## config.mk

```make
export PLATFORM = sky130hd
export DESIGN_NAME = xc_dev_flat
export DESIGN_NICKNAME = d
export VERILOG_FILES = /design/src/logic/xc_pkg.sv /design/src/logic/xc_if.sv /design/src/logic/xc_xfer_seq.sv /design/src/logic/xc_dev.sv /design/src/flat_wrapper.sv
export SDC_FILE = /design/constraint.sdc
export NUM_CORES = 1
export LEC_CHECK = 0
export ABC_AREA = 0
export BUFFER_PORTS_ARGS = -buffer_cell sky130_fd_sc_hd__buf_4
export CELL_PAD_IN_SITES_DETAIL_PLACEMENT = 1
export CELL_PAD_IN_SITES_GLOBAL_PLACEMENT = 2
export CORE_UTILIZATION = 29
export CTS_CLUSTER_SIZE = 30
export DETAILED_ROUTE_END_ITERATION = 10
export GPL_TIMING_DRIVEN = 0
export PLACE_DENSITY_LB_ADDON = 0.12
export SLEW_MARGIN = 20
export SYNTH_ARGS = -nofsm -noshare
export SYNTH_HDL_FRONTEND = slang
export SYNTH_HIERARCHICAL = 1
export SYNTH_SLANG_ARGS = --single-unit
```

## constraint.sdc

```tcl
create_clock -name hclk -period 4.05 [get_ports hclk]
set_input_delay 0.405 -clock hclk [delete_from_list [all_inputs] [get_ports hclk]]
set_output_delay 0.405 -clock hclk [all_outputs]
set_load 0.02 [all_outputs]
```

## src/logic/xc_pkg.sv

```systemverilog
// ----------------------------------------
// shared constants and types
// ----------------------------------------
package xc_pkg;
   localparam int NSRC = 8;
   localparam logic [3:0] SOFT_IDX = 4'h8;
   localparam int DMA_SRC = 7;
   localparam int XFER_CYCLES = 4;
   localparam int CNT_W = 3;
   localparam logic [CNT_W-1:0] CNT_LOAD = 3'(XFER_CYCLES - 1);
   localparam logic [7:0] A_CTRL = 8'h00;
   localparam logic [7:0] A_ACT_EN = 8'h04;
   localparam logic [7:0] A_ACT_SET = 8'h08;
   localparam logic [7:0] A_ACT_CLR = 8'h0c;
   localparam logic [7:0] A_SOFT = 8'h10;
   localparam logic [7:0] A_STAT = 8'h14;
   localparam logic [7:0] A_ICLR = 8'h18;
   localparam logic [7:0] A_IEN = 8'h1c;
   localparam logic [7:0] A_VEC = 8'h20;
   localparam int CTRL_STOP_BIT = 0;
   localparam int CTRL_RAM_BIT = 1;
   localparam int CTRL_BUSY_BIT = 2;
   localparam logic CTRL_STOP_RST = 1'h0;
   localparam logic CTRL_RAM_RST = 1'h1;
   localparam int SOFT_FLAG_BIT = 8;
   localparam int ST_W = 9;
   localparam int VEC_VALID_BIT = 31;

   typedef enum logic [1:0] {XC_IDLE, XC_RUN, XC_DONE} xc_state_t;

   // lowest set bit wins; {valid, index}
   function automatic logic [4:0] xc_first(input logic [15:0] req);
      logic [4:0] res;
      res = 5'h00;
      for (int i = 15; i >= 0; i--) begin
         if (req[i]) begin
            res = {1'b1, 4'(i)};
         end
      end
      return res;
   endfunction
endpackage

```

## src/logic/xc_if.sv

```systemverilog
`timescale 1ns/1ps
// ----------------------------------------
// link between transfer controller and cpu side
// ----------------------------------------
interface xc_if;
   logic [xc_pkg::NSRC-1:0] act_en;
   logic [xc_pkg::NSRC-1:0] act_en_clr;
   logic [xc_pkg::NSRC-1:0] cpu_fwd;
   logic soft_flag;
   logic [7:0] soft_vec;
   logic soft_clr;
   logic soft_end_irq;
   logic stop;
   logic ram_en;
   logic busy;

   modport dev (
      input act_en, soft_flag, soft_vec, stop, ram_en,
      output act_en_clr, cpu_fwd, soft_clr, soft_end_irq, busy
   );
   modport ctl (
      output act_en, soft_flag, soft_vec, stop, ram_en,
      input act_en_clr, cpu_fwd, soft_clr, soft_end_irq, busy
   );
endinterface

```

## src/logic/xc_xfer_seq.sv

```systemverilog
`timescale 1ns/1ps
// ----------------------------------------
// transfer duration counter
// ----------------------------------------
module xc_xfer_seq (
   input wire logic hclk,
   input wire logic hresetn,
   input wire logic start,
   output logic done
);
   logic active_r;
   logic [xc_pkg::CNT_W-1:0] cnt_r;

   always_ff @(posedge hclk or negedge hresetn) begin
      if (!hresetn) begin
         active_r <= 1'b0;
         cnt_r <= '0;
         done <= 1'b0;
      end else begin
         done <= 1'b0;
         if (start) begin
            active_r <= 1'b1;
            cnt_r <= xc_pkg::CNT_LOAD;
         end else if (active_r) begin
            if (cnt_r == '0) begin
               active_r <= 1'b0;
               done <= 1'b1;
            end else begin
               cnt_r <= cnt_r - 1'b1;
            end
         end
      end
   end
endmodule

```

## src/logic/xc_dev.sv

```systemverilog
`timescale 1ns/1ps
// ----------------------------------------
// transfer controller end interrupt logic
// ----------------------------------------

// Behaviour
// [RULE1] interrupt when count exhausted or select set
// [RULE2] hardware activation forwards its own source interrupt
// [RULE3] forwarded interrupts stay under controller mask, priority
// [RULE4] software activation raises soft end interrupt
// [RULE5] soft end keeps flag set, raises interrupt
// [RULE6] software clears soft flag when servicing
// [RULE7] no soft end interrupt while waiting or running
// [RULE8] stop bit halts controller activity
// [RULE9] stop write ignored while controller busy
// [RULE10] ram enable must stay set while used
// [RULE11] dma source enable never touched by controller; code clears it on interrupt request like the other sources
// [RULE12] enable bits changed by single bit operations
// [RULE13] masked software may write several enables
// [RULE14] interrupt request clears source activation enable
// [RULE15] no interrupt soft transfer clears soft flag
// [RULE16] end interrupt held until software clears
module xc_dev (
   input wire logic hclk,
   input wire logic hresetn,
   input wire logic [xc_pkg::NSRC-1:0] src_irq,
   input wire logic irq_select,
   input wire logic count_zero,
   output logic [xc_pkg::NSRC-1:0] src_clr,
   output logic xfer_start,
   output logic [3:0] xfer_src,
   output logic [7:0] xfer_vec,
   xc_if.dev lnk
);
   // ----------------------------------------
   // state
   // ----------------------------------------
   xc_pkg::xc_state_t state_r;
   xc_pkg::xc_state_t state_nxt;
   logic [3:0] cur_r;
   logic soft_taken_r;
   logic soft_done_r;
   logic seq_done;
   logic run_ok;
   logic soft_want;
   logic irq_req;
   logic done_now;
   logic done_soft;
   logic [xc_pkg::NSRC-1:0] pend;
   logic [4:0] pick;
   logic [xc_pkg::NSRC-1:0] act_en_clr_r;
   logic [xc_pkg::NSRC-1:0] cpu_fwd_r;
   logic [xc_pkg::NSRC-1:0] src_clr_r;
   logic soft_clr_r;
   logic soft_end_r;
   logic busy_r;

   // ----------------------------------------
   // activation selection
   // ----------------------------------------
   always_comb begin
      run_ok = ~lnk.stop & lnk.ram_en; // RULE8
      pend = lnk.act_en & src_irq & {xc_pkg::NSRC{run_ok}};
      soft_want = lnk.soft_flag & ~soft_taken_r & run_ok;
      pick = xc_pkg::xc_first({7'h00, soft_want, pend});
      irq_req = irq_select | count_zero; // RULE1
      done_now = (state_r == xc_pkg::XC_RUN) && seq_done;
      done_soft = done_now && (cur_r == xc_pkg::SOFT_IDX);
   end

   always_comb begin
      state_nxt = state_r;
      unique case (state_r)
         xc_pkg::XC_IDLE: begin
            if (pick[4]) begin
               state_nxt = xc_pkg::XC_RUN;
            end
         end
         xc_pkg::XC_RUN: begin
            if (seq_done) begin
               state_nxt = xc_pkg::XC_DONE;
            end
         end
         xc_pkg::XC_DONE: begin
            state_nxt = xc_pkg::XC_IDLE;
         end
         default: begin
            state_nxt = xc_pkg::XC_IDLE;
         end
      endcase
   end

   always_ff @(posedge hclk or negedge hresetn) begin
      if (!hresetn) begin
         state_r <= xc_pkg::XC_IDLE;
      end else begin
         state_r <= state_nxt;
      end
   end

   // ----------------------------------------
   // transfer launch
   // ----------------------------------------
   always_ff @(posedge hclk or negedge hresetn) begin
      if (!hresetn) begin
         cur_r <= 4'h0;
         xfer_start <= 1'b0;
         xfer_src <= 4'h0;
         xfer_vec <= 8'h00;
      end else begin
         xfer_start <= 1'b0;
         if (state_r == xc_pkg::XC_IDLE && pick[4]) begin
            cur_r <= pick[3:0];
            xfer_start <= 1'b1;
            xfer_src <= pick[3:0];
            if (pick[3:0] == xc_pkg::SOFT_IDX) begin
               xfer_vec <= lnk.soft_vec;
            end else begin
               xfer_vec <= {4'h0, pick[3:0]};
            end
         end
      end
   end

   xc_xfer_seq u_seq (
      .hclk(hclk),
      .hresetn(hresetn),
      .start(xfer_start),
      .done(seq_done)
   );

   // ----------------------------------------
   // hardware source completion
   // ----------------------------------------
   for (genvar i = 0; i < xc_pkg::NSRC; i++) begin : g_src
      always_ff @(posedge hclk or negedge hresetn) begin
         if (!hresetn) begin
            act_en_clr_r[i] <= 1'b0;
            src_clr_r[i] <= 1'b0;
            cpu_fwd_r[i] <= 1'b0;
         end else begin
            act_en_clr_r[i] <= done_now && cur_r == 4'(i) && irq_req; // RULE14
            // dma source flag left alone
            src_clr_r[i] <= done_now && cur_r == 4'(i) && !irq_req
                            && i != xc_pkg::DMA_SRC; // RULE11
            // source held, so it reaches cpu once enable drops
            cpu_fwd_r[i] <= src_irq[i] & ~(lnk.act_en[i] & run_ok); // RULE2 RULE16
         end
      end
   end

   // ----------------------------------------
   // software activation end
   // ----------------------------------------
   always_ff @(posedge hclk or negedge hresetn) begin
      if (!hresetn) begin
         soft_taken_r <= 1'b0;
      end else if (state_r == xc_pkg::XC_IDLE && pick[4]
                   && pick[3:0] == xc_pkg::SOFT_IDX) begin
         soft_taken_r <= 1'b1;
      end else if (!lnk.soft_flag) begin
         soft_taken_r <= 1'b0;
      end
   end

   always_ff @(posedge hclk or negedge hresetn) begin
      if (!hresetn) begin
         soft_done_r <= 1'b0;
      end else if (done_soft && irq_req) begin
         soft_done_r <= 1'b1; // RULE5
      end else if (!lnk.soft_flag) begin
         soft_done_r <= 1'b0; // RULE16
      end
   end

   always_ff @(posedge hclk or negedge hresetn) begin
      if (!hresetn) begin
         soft_clr_r <= 1'b0;
      end else begin
         soft_clr_r <= done_soft && !irq_req; // RULE15
      end
   end

   // only after completion, never during wait or run
   always_ff @(posedge hclk or negedge hresetn) begin
      if (!hresetn) begin
         soft_end_r <= 1'b0;
      end else begin
         soft_end_r <= soft_done_r & lnk.soft_flag; // RULE4 RULE7
      end
   end

   // ----------------------------------------
   // status to controller side
   // ----------------------------------------
   always_ff @(posedge hclk or negedge hresetn) begin
      if (!hresetn) begin
         busy_r <= 1'b0;
      end else begin
         busy_r <= state_nxt != xc_pkg::XC_IDLE; // RULE9
      end
   end

   // forwarded unmasked; controller side applies mask
   assign lnk.cpu_fwd = cpu_fwd_r; // RULE3
   assign lnk.act_en_clr = act_en_clr_r;
   assign lnk.soft_clr = soft_clr_r;
   assign lnk.soft_end_irq = soft_end_r;
   assign lnk.busy = busy_r;
   assign src_clr = src_clr_r;
endmodule

```

## src/flat_wrapper.sv

```systemverilog
// flat-port wrapper written by rule: the top's interface ports become plain ports
module xc_dev_flat 
  (hclk, hresetn, src_irq, irq_select, count_zero, src_clr, xfer_start, xfer_src, xfer_vec, lnk_act_en, lnk_soft_flag, lnk_soft_vec, lnk_stop, lnk_ram_en, lnk_act_en_clr, lnk_cpu_fwd, lnk_soft_clr, lnk_soft_end_irq, lnk_busy);
  xc_if lnk_i ();
  input wire logic hclk;
  input wire logic hresetn;
  input wire logic [xc_pkg::NSRC-1:0] src_irq;
  input wire logic irq_select;
  input wire logic count_zero;
  output logic [xc_pkg::NSRC-1:0] src_clr;
  output logic xfer_start;
  output logic [3:0] xfer_src;
  output logic [7:0] xfer_vec;
  input wire logic [$bits(lnk_i.act_en)-1:0] lnk_act_en;
  input wire logic [$bits(lnk_i.soft_flag)-1:0] lnk_soft_flag;
  input wire logic [$bits(lnk_i.soft_vec)-1:0] lnk_soft_vec;
  input wire logic [$bits(lnk_i.stop)-1:0] lnk_stop;
  input wire logic [$bits(lnk_i.ram_en)-1:0] lnk_ram_en;
  output wire logic [$bits(lnk_i.act_en_clr)-1:0] lnk_act_en_clr;
  output wire logic [$bits(lnk_i.cpu_fwd)-1:0] lnk_cpu_fwd;
  output wire logic [$bits(lnk_i.soft_clr)-1:0] lnk_soft_clr;
  output wire logic [$bits(lnk_i.soft_end_irq)-1:0] lnk_soft_end_irq;
  output wire logic [$bits(lnk_i.busy)-1:0] lnk_busy;
  assign lnk_i.act_en = lnk_act_en;
  assign lnk_i.soft_flag = lnk_soft_flag;
  assign lnk_i.soft_vec = lnk_soft_vec;
  assign lnk_i.stop = lnk_stop;
  assign lnk_i.ram_en = lnk_ram_en;
  assign lnk_act_en_clr = lnk_i.act_en_clr;
  assign lnk_cpu_fwd = lnk_i.cpu_fwd;
  assign lnk_soft_clr = lnk_i.soft_clr;
  assign lnk_soft_end_irq = lnk_i.soft_end_irq;
  assign lnk_busy = lnk_i.busy;
  xc_dev u_core (.hclk(hclk), .hresetn(hresetn), .src_irq(src_irq), .irq_select(irq_select), .count_zero(count_zero), .src_clr(src_clr), .xfer_start(xfer_start), .xfer_src(xfer_src), .xfer_vec(xfer_vec), .lnk(lnk_i));
endmodule
```

Word-level counts from Yosys, hierarchy flattened
Cells that the tools add are included.

Word-level logic and storage cells: 144. Output and inout port bits: 40. Bits in registers: 48. Input port bits: 31.

Bitwise logic cells: 33. Muxes and demuxes: 26. Reduce and logical (&&, ||, !) cells: 36. $add $sub $neg: 1. Equality and inequality tests: 13.

Operators by type and width (number): 2-to-1 mux 5 bit (9); logical AND 1 bit (29); bitwise AND 1 bit (20); bitwise AND 8 bit (2); == test 4 x 3 -> 1 bit, second input constant (4); 2-to-1 mux 1 bit (10); NOT 1 bit (10); 2-to-1 mux 3 bit (3); == test 4 x 2 -> 1 bit, second input constant (2); == test 4 bit, second input constant (2); 2-to-1 mux 8 bit (1); inequality test 2 x 1 -> 1 bit, second input constant (3); == test 4 x 1 -> 1 bit, second input constant (1); logical NOT 4 bit (1); 2-to-1 mux 2 bit (2); one-hot mux 2 bit (2 select lines) (1); nonzero test 2 bit (2); logical NOT 3 bit (1); subtractor 3 x 1 -> 3 bit, second input constant (1); == test 2 x 1 -> 1 bit, second input constant (1); logical NOT 2 bit (1); AND reduction 2 bit (1); logical NOT 1 bit (1); bitwise OR 1 bit (1).

Logic depth before layout (Yosys ltp)
Gate-level depths: netlist of the first run.

Depth after elaboration: 15. Mapped depth: 6. Mapped depth without buffers: 5.

Modules after synthesis
The synthesis of the first run kept the hierarchy.

By module, submodules not included: xc_dev (cells each 137, seq. area each 1076.0 µm², times used 1, area an instance 1674.1 µm²); xc_xfer_seq (cells each 21, seq. area each 125.1 µm², times used 1, area an instance 247.7 µm²).

Worst setup path after synthesis of the first run
Ideal clock, no wire load.

Path kind: input-to-reg. Start point: input port lnk_stop. End point: register u_core.xfer_vec[0]. Path slack: 2567 ps. Setup time: 67 ps. Data required time: 3983 ps. Stages on the path: 5. Buffers on the path: 0. Arrival: 1417 ps. Path through: nand2b_4 -> nor3b_4 -> nand3b_2 -> nor4b_4 -> a221o_1.

Word-level cells in the longest chain between the ends: 14. Elaborated cells between the ends (all ways): 16. Classes of those cells: eq/ne (1); mux (10); bitwise (4); reduce/logical (1).

Ends and longest elaborated chain: start: declaration (RTL line flat_wrapper.sv:17) `input wire logic [$bits(lnk_i.stop)-1:0] lnk_stop;`; NOT 1 bit * (RTL line xc_dev.sv:62) `run_ok = ~lnk.stop & lnk.ram_en;`; bitwise AND 1 bit * (RTL line xc_dev.sv:62); bitwise AND 1 bit (RTL line xc_dev.sv:64) `soft_want = lnk.soft_flag & ~soft_taken_r & run_ok;`; 2-to-1 mux 5 bit (8 in a row) (RTL line xc_pkg.sv:36) `if (req[i]) begin`; 2-to-1 mux 5 bit * (RTL line xc_pkg.sv:36); == test 4 bit (RTL line xc_dev.sv:116) `if (pick[3:0] == xc_pkg::SOFT_IDX) begin`; 2-to-1 mux 8 bit (RTL line xc_dev.sv:116); end signal: assignment (RTL line xc_dev.sv:117) `xfer_vec <= lnk.soft_vec;`; end signal: assignment (RTL line xc_dev.sv:119) `xfer_vec <= {4'h0, pick[3:0]};`; end: declaration (RTL line xc_dev.sv:32) `output logic [7:0] xfer_vec,`.

Mark *: on every way between the ends. The rest lies on a longest branch, timed or not. A chain may end at the register's enable or synchronous reset.

Final worst setup path of the first run
Start point: register u_core.state_r[1]. End point: register u_core.xfer_vec[0].

Word-level cells in the longest chain between the ends: 2.

Ends and longest elaborated chain: start: declaration (RTL line xc_dev.sv:38) `xc_pkg::xc_state_t state_r;`; start signal: assignment (RTL line xc_dev.sv:95) `state_r <= xc_pkg::XC_IDLE;`; start signal: assignment (RTL line xc_dev.sv:97) `state_r <= state_nxt;`; logical NOT 2 bit (RTL line xc_dev.sv:112) `if (state_r == xc_pkg::XC_IDLE && pick[4]) begin`; logical AND 1 bit (RTL line xc_dev.sv:112).

No other way between the ends.

==> impl_results.md, run 1 <==
- Final setup fails: 0
- GP Congestion: 0.699
- Slew margin rel.: 0.503
- Status: completed
- FILL cells: ~700
- VDD IR max: 0.234 mV
- GR Overflow Total: 0
- Clock root buffer master: clkbuf_8
- Htree depth: 2
- Sink Count: between 40 and 50
- Final #Nets: 267
- DR pass1 iterations: 4
- Global-route wire length before repair: slightly above 8000 um
- Pwr/cell area: ~520 mW/mm2
- Max Cap Viol: 0
- Total nets after synthesis: about 190
- CTS Buffer Depth: 2
- Vias in the first global route: 1,589
- Post-synthesis simple-gate area fraction: 0.189
- Syn-to-layout area delta: 38.3%
- Clk_lat worst skew: 0.30 ns
- Avg WL per Cell: 15.0 um
- Synth Area in Adders: 0.0130
- Syn_area_per_cell: 12.2 um2
- RSZ-0062 raised after global routing: no
- Commonest cells after routing, fill and taps aside: 71 x buf_4, 48 x dfrtp_1, 20 x nor2_1
- Synth Warn #: 6
- Leakage: around 1.4 nW
- Initial antenna violation count: 0
- Share of layout cells above drive strength 1: 0.391
- Die W: 83.4 um
- I/O pin count: 71
- Mux cell area share after synthesis: 0
- Cell area after synthesis: ~0.0019 mm2
- Commonest non-fill, non-tap cell in the layout: buf_4
- Post-Syn Instances: 158
- Synth area leader: dfrtp_1
- Core box area: between 0.006 and 0.007 mm2
- Post-DP HPWL: 3570 um
- Slew @ Worst Pin: 0.739 ns
- CTS tree: yes
- PortBufs: 69
- Total wire length: 4670 um
- Remaining antenna violation count after routing: 0
- Slew Limit Fails: 0
- Die area: 0.00696 mm2
- Total CTS buffers: 5
- Worst-path clk slew: approximately 0.090 ns
- Critical path required time: 4.30 ns
- Worst min path class: in -> async
- Kind of critical path: reg -> reg
- Largest family of logic cells by synthesized area: simple AND/OR/NAND/NOR gates
- Post-CTS Resized: 0
- Data arrival time of the critical path: about 1.9 ns
- Initial Util: 0.301
- Setup total negative slack: 0 ns
- Via count: 1,476
- Fmax: ~620 MHz
- Final hold vios: 0
- Sequential share of the synthesized area: 0.625
- Placement Rows: 29
- Vias per cell: 4.73
- CP Max Fanout: 4
- GR Util All Layers: 0.149
- Area contributors post-synth: dfrtp_1 63%, nor2_1 3.9%, a21boi_0 3.1%
- Yosys cell types: 40
- Fin crit period: 1.60 ns
- CP endpoint kind: register
- Final Total Pwr: 1.39 mW
- Flops & latches, synth: 48
- Die Y: 83.4 um
- Tcrit/Tclk final: 0.396
- Synth Area in Compound Gates: 0.153
- DRC viols: 0
- Xor and xnor area share after synthesis: 0
- Number of diodes: 0
- CTS Hold Bufs: 0
- Clock Skews: between 0.004 and 0.005 ns
- Startpoint types: register
- Hold slack: between 0.1 and 0.15 ns
- Initial DRC Count: 72
- Yosys top cell area share: 0.625
- Pin count of the biggest net entering global routing: 49
- Setup Buffers After CTS: 0
## stage by stage
step,util,instance area (um2),instances,worst slack (ns)
after CTS,0.416,2660,312,2.45
after global placement,0.397,2540,304,2.30
after global routing,0.416,2660,312,2.33
after detailed placement,0.397,2540,304,2.24
final,0.416,2660,312,2.45
after floorplan,-,1920,158,2.57
## cell type report
cell class | instances | area, um2 | share of cell area
flip-flops and latches | 48 | 1200 | 0.452
clock buffers | 6 | 82.6 | 0.0311
well taps | 77 | 96.3 | 0.0363
repair buffers | 69 | 518 | 0.195
clock inverters | 2 | 38.8 | 0.0146
plain buffers | 2 | 15.0 | 0.00565
inverters | 5 | 18.8 | 0.00706
multi-input cells | 103 | 687 | 0.258
## critical path: stages, from the launching register on
cell and delay (ns):
dfrtp_1 0.42, nor2_2 0.21, nand2_1 0.13, nor4_1 0.58
a221o_1 0.20
## final timing paths
check,cells past startpoint,end,from,slack (ns)
worst max-delay path,4,u_core/xfer_vec[0]$_DFFE_PN0P_,u_core/state_r[1]$_DFF_PN0_,2.45
worst max register to register,4,u_core/xfer_vec[0]$_DFFE_PN0P_,u_core/state_r[1]$_DFF_PN0_,2.45
worst min-delay path,1,u_core/lnk.cpu_fwd[4]$_DFF_PN0_,hresetn,0.10
worst min register to register,1,u_core/lnk.soft_end_irq$_DFF_PN0_,u_core/soft_done_r$_DFFE_PN0P_,0.49
min in group hclk,2,u_core/src_clr[0]$_DFF_PN0_,irq_select,0.29
max in group asynchronous,1,u_core/state_r[1]$_DFF_PN0_,hresetn,3.55
## where the power goes
group | total, mW | switching [mW] | internal (mW)
clock | 0.366 | 0.164 | 0.202
sequential | 0.634 | 0.0767 | 0.558
combinational | 0.394 | 0.205 | 0.189
total | 1.39 | 0.445 | 0.949
## state kept, by name (all words and copies together) (netlist names), 2 cells and up
| register | count |
|---|---|
| u_core/cur_r | 4 |
| u_core/u_seq/cnt_r | 3 |
| u_core/src_clr | 7 |
| u_core/lnk.act_en_clr | 8 |
| u_core/lnk.cpu_fwd | 8 |
| u_core/state_r | 2 |
| u_core/xfer_vec | 8 |
## metal layers
layer,track usage,wire [um],vias up
met5,0,0,-
met4,0.0517,76,0
met3,0.0368,223,7
met2,0.246,2320,39
met1,0.191,2050,731
li1,-,-,699
## Yosys cell counts, drive strengths merged
master	n
a211o	1
a211oi	2
a21boi	8
a21o	7
a21oi	5
a221o	3
a22o	5
a22oi	1
a31oi	1
a32o	1
and2	1
and3b	1
and4bb	1
buf	2
conb	1
dfrtp	48
ha	2
inv	5
nand2	16
nand2b	5
nand3	2
nand3b	2
nand4bb	1
nor2	21
nor2b	2
nor3	5
nor3b	3
nor4	1
nor4b	1
o21ai	3
o21bai	1
## cells by family (layout without fill, tap and decap cells)
kind of cell / count (synthesis) / after routing
AOI/OAI and AO/OA: 38 / 38
buffers and inverters: 7 / 84
and+or+nand+nor: 62 / 62
DFF: 48 / 48
other: 1 / 1
adders and majority gates: 2 / 2
No activity file was read; power rests on OpenSTA's default activity.
==> run 2: changes to the inputs <==
Settings changed: ABC_AREA 0 to 1.
Clock period 4.05 ns to 1.6 ns, I/O delays scaled along.
==> run 2 against run 1 <==
Combinational power shrank 43%. Die area grew 11%. Worst setup slack lost 2.1 ns. Final area grew 9.3%. Clock power grew 140%. Maximum frequency grew 27%. Utilization grew 0.21 points. Sequential share of layout area shrank 3.8 points. Hold slack lost 0.043 ns. Critical path depth grew 2. Register-to-register slack lost 2.1 ns. Wire length grew 0.36%. Largest power group unchanged.
==> impl_results.md, run 2 <==
- Synth Warn #: 6
- Sink Count: 48
- Worst-path clk slew: 0.09 ns
- Slew margin rel.: 0.598
- Syn-to-layout area delta: 35.7%
- Total CTS buffers: 5
- Post-DP HPWL: about 3700 um
- Via count: around 1,700
- Placement Rows: 30
- Clock root buffer master: clkbuf_8
- Hold path start: src_irq[6]
- Post-route setup slack: 0.342 ns
- Post-Syn Instances: 226
- Worst min path class: in -> reg
- CTS tree: yes
- Vias per cell: 4.20
- Clock Skews: 0.00453 ns
- Syn_area_per_cell: 9.47 um2
- Vias in the first global route: between 1,500 and 2,000
- Kind of critical path: reg -> reg
- DR pass1 iterations: 4
- Area after DPL: 0.00278 mm2
- Area contributors post-synth: dfrtp_1 56%, nand2_1 8.6%, inv_1 5.8%
- Yosys cell types: 30
- Global-route wire length before repair: 7890 um
- Slew Limit Fails: 0
- Initial antenna violation count: 0
- Die area: 0.00773 mm2
- CP endpoint kind: register
- Yosys top cell area share: 0.561
- Tcrit/Tclk final: 0.786
- Fin crit period: between 1 and 1.5 ns
- GR Util All Layers: 0.134
- Most instantiated cells after synthesis: 49 x nand2_1, 48 x dfrtp_1, 33 x inv_1
- CP Launch Point: u_core/state_r[0]$_DFF_PN0_
- CP Max Fanout: 2
- Synth area leader: dfrtp_1
- Die W: 87.9 um
- PortBufs: 69
- Post-synth EDFFs: 0
- Pwr/cell area: around 800 mW/mm2
- FF-to-FF setup slack: 0.34 ns
- Most common cell in the netlist: nand2_1
- DRC viols: 0
- Commonest non-fill, non-tap cell in the layout: buf_4
- Total nets after synthesis: 259
- Avg WL per Cell: 11.7 um
- Initial Util: 0.308
- Number of diodes: 0
- RSZ-0062 raised after global routing: no
- Data arrival time of the critical path: 1.45 ns
- Flops & latches, synth: 48
- Layout Utilization: 0.418
- Core box area: 0.00694 mm2
- Non-Filler Cell Area, Final: 0.00290 mm2
- Fmax: 795 MHz
- Total wire length: 4690 um
- Htree depth: 2
- Slew @ Worst Pin: 0.603 ns
- Pre-CTS setup slack: 0.186 ns
- Final hold vios: 0
- Commonest cells after routing, fill and taps aside: 70 x buf_4, 49 x nand2_1, 48 x dfrtp_1
- Async SR Flop Fraction: 1.00
- Initial DRC Count: 10
- Remaining antenna violation count after routing: 0
- Final #Nets: between 300 and 400
- VDD IR max: 0.347 mV
- Cell area after synthesis: 0.00214 mm2
- GP Congestion: about 0.70
- Die Y: 87.9 um
- Pin count of the biggest net entering global routing: ~50
- Sequential share of the synthesized area: 0.561
- Critical path required time: about 1.8 ns
- CTS Buffer Depth: 2
- Status: completed
- Setup total negative slack: 0 ns
- Clk_lat worst skew: 0.29 ns
- Worst R2R Start: u_core/state_r[0]$_DFF_PN0_
- Final setup fails: 0
- Max Cap Viol: 0
- GR Overflow Total: 0
- Post-CTS Resized: 0
- I/O pin count: 71
- Share of layout cells above drive strength 1: 0.388
- Leakage: 1.60 nW
- Startpoint types: register
- Synth Flop Type: dfrtp_1
-- run 2: changes by cell type in the layout (fill, tap and decap cells not counted), moves of 4 or more --
cell,before,now
inv_2,1,6
nand4_1,0,4
a22o_1,5,0
nand2_2,1,10
nand2_1,15,49
a21boi_0,8,0
inv_1,4,33
nand3_1,2,14
a21oi_1,5,1
nand3_2,0,4
o21ai_2,0,5
nor2_1,20,24
a21o_1,5,0
-- run 2: final cells by class --
class	instances	area, um2
tap	96	120
sequential	48	1200
fill	852	4040
clock inverter	3	46.3
inverter	41	156
clock buffer	5	68.8
timing repair buffer	70	528
multi-input combinational	134	744
buffer	3	38.8
-- run 2: what timing repair did --
item,in CTS,in global routing
endpoints found under the hold margin,48,0
hold buffers,1,0
setup buffers,0,0
-- run 2: logic make-up (layout without fill, tap and decap cells) --
logic type	count (synthesis)	count (layout)	synth area share
and+or+nand+nor	117	117	0.282
DFF	48	48	0.561
adders and majority gates	2	2	0.0117
buffers and inverters	44	122	0.0912
AOI/OAI and AO/OA	14	14	0.0520
other	1	1	0.00175
-- run 2: worst paths after layout --
path	end	cells past startpoint
worst max-delay path	u_core/lnk.soft_clr$_DFF_PN0_	6
worst min-delay path	u_core/lnk.cpu_fwd[6]$_DFF_PN0_	3
worst max register to register	u_core/lnk.soft_clr$_DFF_PN0_	6
worst min register to register	u_core/u_seq/done$_DFF_PN0_	1
max in group asynchronous	u_core/xfer_vec[2]$_DFFE_PN0P_	2
min in group asynchronous	u_core/src_clr[2]$_DFF_PN0_	2
-- run 2: where the power goes --
part / internal [mW] / total, mW / leakage, nW / switching (mW)
Sequential: 1.22 / 1.23 / 0.629 / 0.00355
Clock: 0.471 / 0.885 / 0.0548 / 0.414
Combinational: 0.0989 / 0.223 / 0.914 / 0.124
Total: 1.79 / 2.34 / 1.60 / 0.541
-- run 2: metrics by stage --
step                total power [mW]  cells  hold WS (ns)
floorplan                       1.35    226        -0.136
global placement                1.48    391         0.223
detailed placement              1.48    391         0.214
CTS                             2.38    400        0.0466
global route                    2.45    400        0.0537
finish                          2.34    400        0.0578
-- run 2: worst max-delay path: stages (launching register included) --
cell and delay (ns):
dfrtp_1 0.47, inv_2 0.04, nor2_1 0.12, nand2_1 0.11, nor2_1 0.14, inv_1 0.08
nor4_1 0.21
-- run 2: routing by layer --
layer  global-route usage  wire [um]  part of all wire  up-vias
met5                    0          0                 0        -
met1                0.172       2140              0.46      786
met4               0.0358         25            0.0053        0
met2                0.223       2260              0.48       48
li1                     -          -                 -      844
met3               0.0349        258             0.055        2
==> run 3: changes to the inputs <==
Settings changed: ABC_AREA 1 to 0, CORE_UTILIZATION 29 to 27.
Clock period 1.6 ns to 1 ns, I/O delays scaled along.
==> run 3 against run 2 <==
The flow now finishes with violations (setup timing). Flip-flop and latch count did not move. Hold slack worse by 0.041 ns. Clock power up 25%. Critical path depth shrank 2. Die area down 3.5%. Critical endpoint is now u_core/xfer_vec[0]$_DFFE_PN0P_.
==> impl_results.md, run 3 (synthesis gave the netlist of run 1 again) <==
- Status: finished with violations
- Failing checks: setup timing
- Final Total Pwr: 5.84 mW
- Core box area: 0.00683 mm2
- Combinational group share of total power: 0.367
- GR Util All Layers: 0.143
- Share of layout cells above drive strength 1: 0.504
- Hold path start: lnk_soft_vec[7]
- Tcrit/Tclk final: 1.42
- Critical path required time: 1.19 ns
- Final #Nets: 301
- CTS Buffer Depth: 2
- Sequential power share: 0.442
- Worst min path class: in -> reg
- Commonest non-fill, non-tap cell in the layout: buf_4
- GR Overflow Total: 0
- Vias in the first global route: 1,743
- Net Sw Power: 1.95 mW
- Initial Util: 0.281
- Die Y: roughly 86 um
- Leakage: 1.54 nW
- Pin count of the biggest net entering global routing: 49
- Startpoint types: register
- FF-to-FF End: u_core/xfer_vec[0]$_DFFE_PN0P_
- Worst R2R Start: u_core/soft_taken_r$_DFFE_PN0P_
- Avg WL per Cell: 13.4 um
- Placement Rows: 30
- Crit-path cells: nor3b_4, nand4bb_4, nand2_4, a221o_1
- CP endpoint kind: register
- Switch share: 0.334
- GP Congestion: ~0.68
- Syn-to-layout area delta: 61.1%
- Final hold vios: 0
- DR pass1 iterations: 4
- Die W: 86.4 um
- Reg2reg path depth: 4
- Initial antenna violation count: 0
- Internal power: 3.89 mW
- Remaining antenna violation count after routing: 0
- Buf/Inv on CP: 0
- VDD IR max: 0.837 mV
- Fmax: between 700 and 800 MHz
- CTS tree: yes
- Max Cap Viol: 0
- Delay-heaviest family, CP: simple AND/OR/NAND/NOR gates
- Total CTS buffers: 5
- Pwr/cell area: 1890 mW/mm2
- Via count: between 1,500 and 2,000
- Sink Count: 48
- Htree depth: 2
- Clk pwr share: 0.191
- Max incr delay on CP: 0.41 ns
- Final setup fails: 40
- FF-to-FF setup slack: -0.42 ns
- DRC viols: 0
- Non-Filler Cell Area, Final: approximately 0.0031 mm2
- I/O pin count: 71
- Crit path depth: 4
- PortBufs: 69
- Slew margin rel.: 0.588
- Clk_lat worst skew: 0.30 ns
- Number of diodes: 0
- Initial DRC Count: 99
- Fin crit period: 1.42 ns
- Clock root buffer master: clkbuf_8
- Area after DPL: 0.00259 mm2
- CP Launch Point: u_core/soft_taken_r$_DFFE_PN0P_
- Kind of critical path: reg -> reg
- Total wire length: 4890 um
- Hold Crit Depth: 2
- Worst-path clk slew: approximately 0.090 ns
- Slew Limit Fails: 0
- RSZ-0062 raised after global routing: yes
- Slowest-stage cell, CP: dfrtp_1
- Die area: 0.00746 mm2
- Global-route wire length before repair: around 8200 um
- Commonest cells after routing, fill and taps aside: 80 x buf_4, 43 x dfrtp_1, 16 x nor2_1
- Data arrival time of the critical path: about 1.6 ns
- CP Max Fanout: 5
- Hold slack: 0.0171 ns
- Vias per cell: 4.37
- Post-route setup slack: -0.416 ns
- Hold-critical path endpoint: u_core/xfer_vec[7]$_DFFE_PN0P_
- Post-DP HPWL: 3380 um
- Slew @ Worst Pin: 0.618 ns
- Clock Skews: 0.00796 ns
run 3: cell types whose count changed in the layout (fill, tap and decap cells not counted), sizes merged, moves of 8 or more:
cell         change
nand3           -18
inv             -36
nand2           -44
a21boi           +8
buf             +18
dlygate4sd3     +14
run 3: per-layer routing:
| layer | vias up | track usage | part of all wire |
|---|---|---|---|
| met5 | - | 0 | 0 |
| met1 | 764 | 0.184 | 0.45 |
| met3 | 4 | 0.0429 | 0.055 |
| met4 | 0 | 0.0364 | 0.0086 |
| met2 | 50 | 0.236 | 0.49 |
| li1 | 771 | - | - |
run 3: layout make-up:
cell class / instances / area, um2
fillers: 774 / 3730
flip-flops and latches: 48 / 1210
clock buffers: 5 / 68.8
inverters: 5 / 18.8
plain buffers: 2 / 18.8
multi-input cells: 103 / 806
clock inverters: 2 / 12.5
well taps: 96 / 120
repair buffers: 103 / 845
run 3: metrics by stage:
| step | instances | setup slack [ns] | setup TNS (ns) | util |
|---|---|---|---|---|
| floorplan | 158 | -0.331 | -5.62 | - |
| detailed placement | 323 | -0.586 | -12.00 | 0.379 |
| global route | 364 | -0.497 | -15.68 | 0.453 |
| CTS | 358 | -0.402 | -11.87 | 0.442 |
| global placement | 323 | -0.578 | -11.81 | 0.379 |
| finish | 364 | -0.416 | -12.03 | 0.453 |
run 3: worst max-delay path by stage:
stage	endpoint	slack [ns]
after floorplan	u_core/xfer_vec[0]$_DFFE_PN0P_	-0.33
after global placement	u_core/xfer_vec[0]$_DFFE_PN0P_	-0.58
after detailed placement	u_core/xfer_vec[0]$_DFFE_PN0P_	-0.59
after CTS	u_core/xfer_vec[0]$_DFFE_PN0P_	-0.40
after global routing	u_core/src_clr[3]$_DFF_PN0_	-0.50
final	u_core/xfer_vec[0]$_DFFE_PN0P_	-0.42
run 3: worst reg2reg max path: cells and delay by family, from the launching register on:
family	cells	cell delay, ns
DFF	1	0.41
AOI/OAI and AO/OA	1	0.36
and+or+nand+nor	3	0.54
run 3: repair_timing:
| item | 4_1_cts | 5_1_grt |
|---|---|---|
| setup endpoints to repair | 43 | 45 |
| hold buffers | 15 | 0 |
| setup buffers | 12 | 6 |
| gates cloned | 1 | 0 |
| resized for setup | 25 | 10 |
| pin swaps | 16 | 7 |
| hold endpoints to repair | 62 | 0 |
run 3: power groups by stage:
stage	Combinational [mW]	Clock [mW]	Sequential, mW
after floorplan	0.736	0	2.80
after global placement	1.63	0	2.61
after detailed placement	1.67	0	2.61
after CTS	2.00	1.20	2.59
after global routing	2.36	1.25	2.63
final	2.15	1.11	2.58
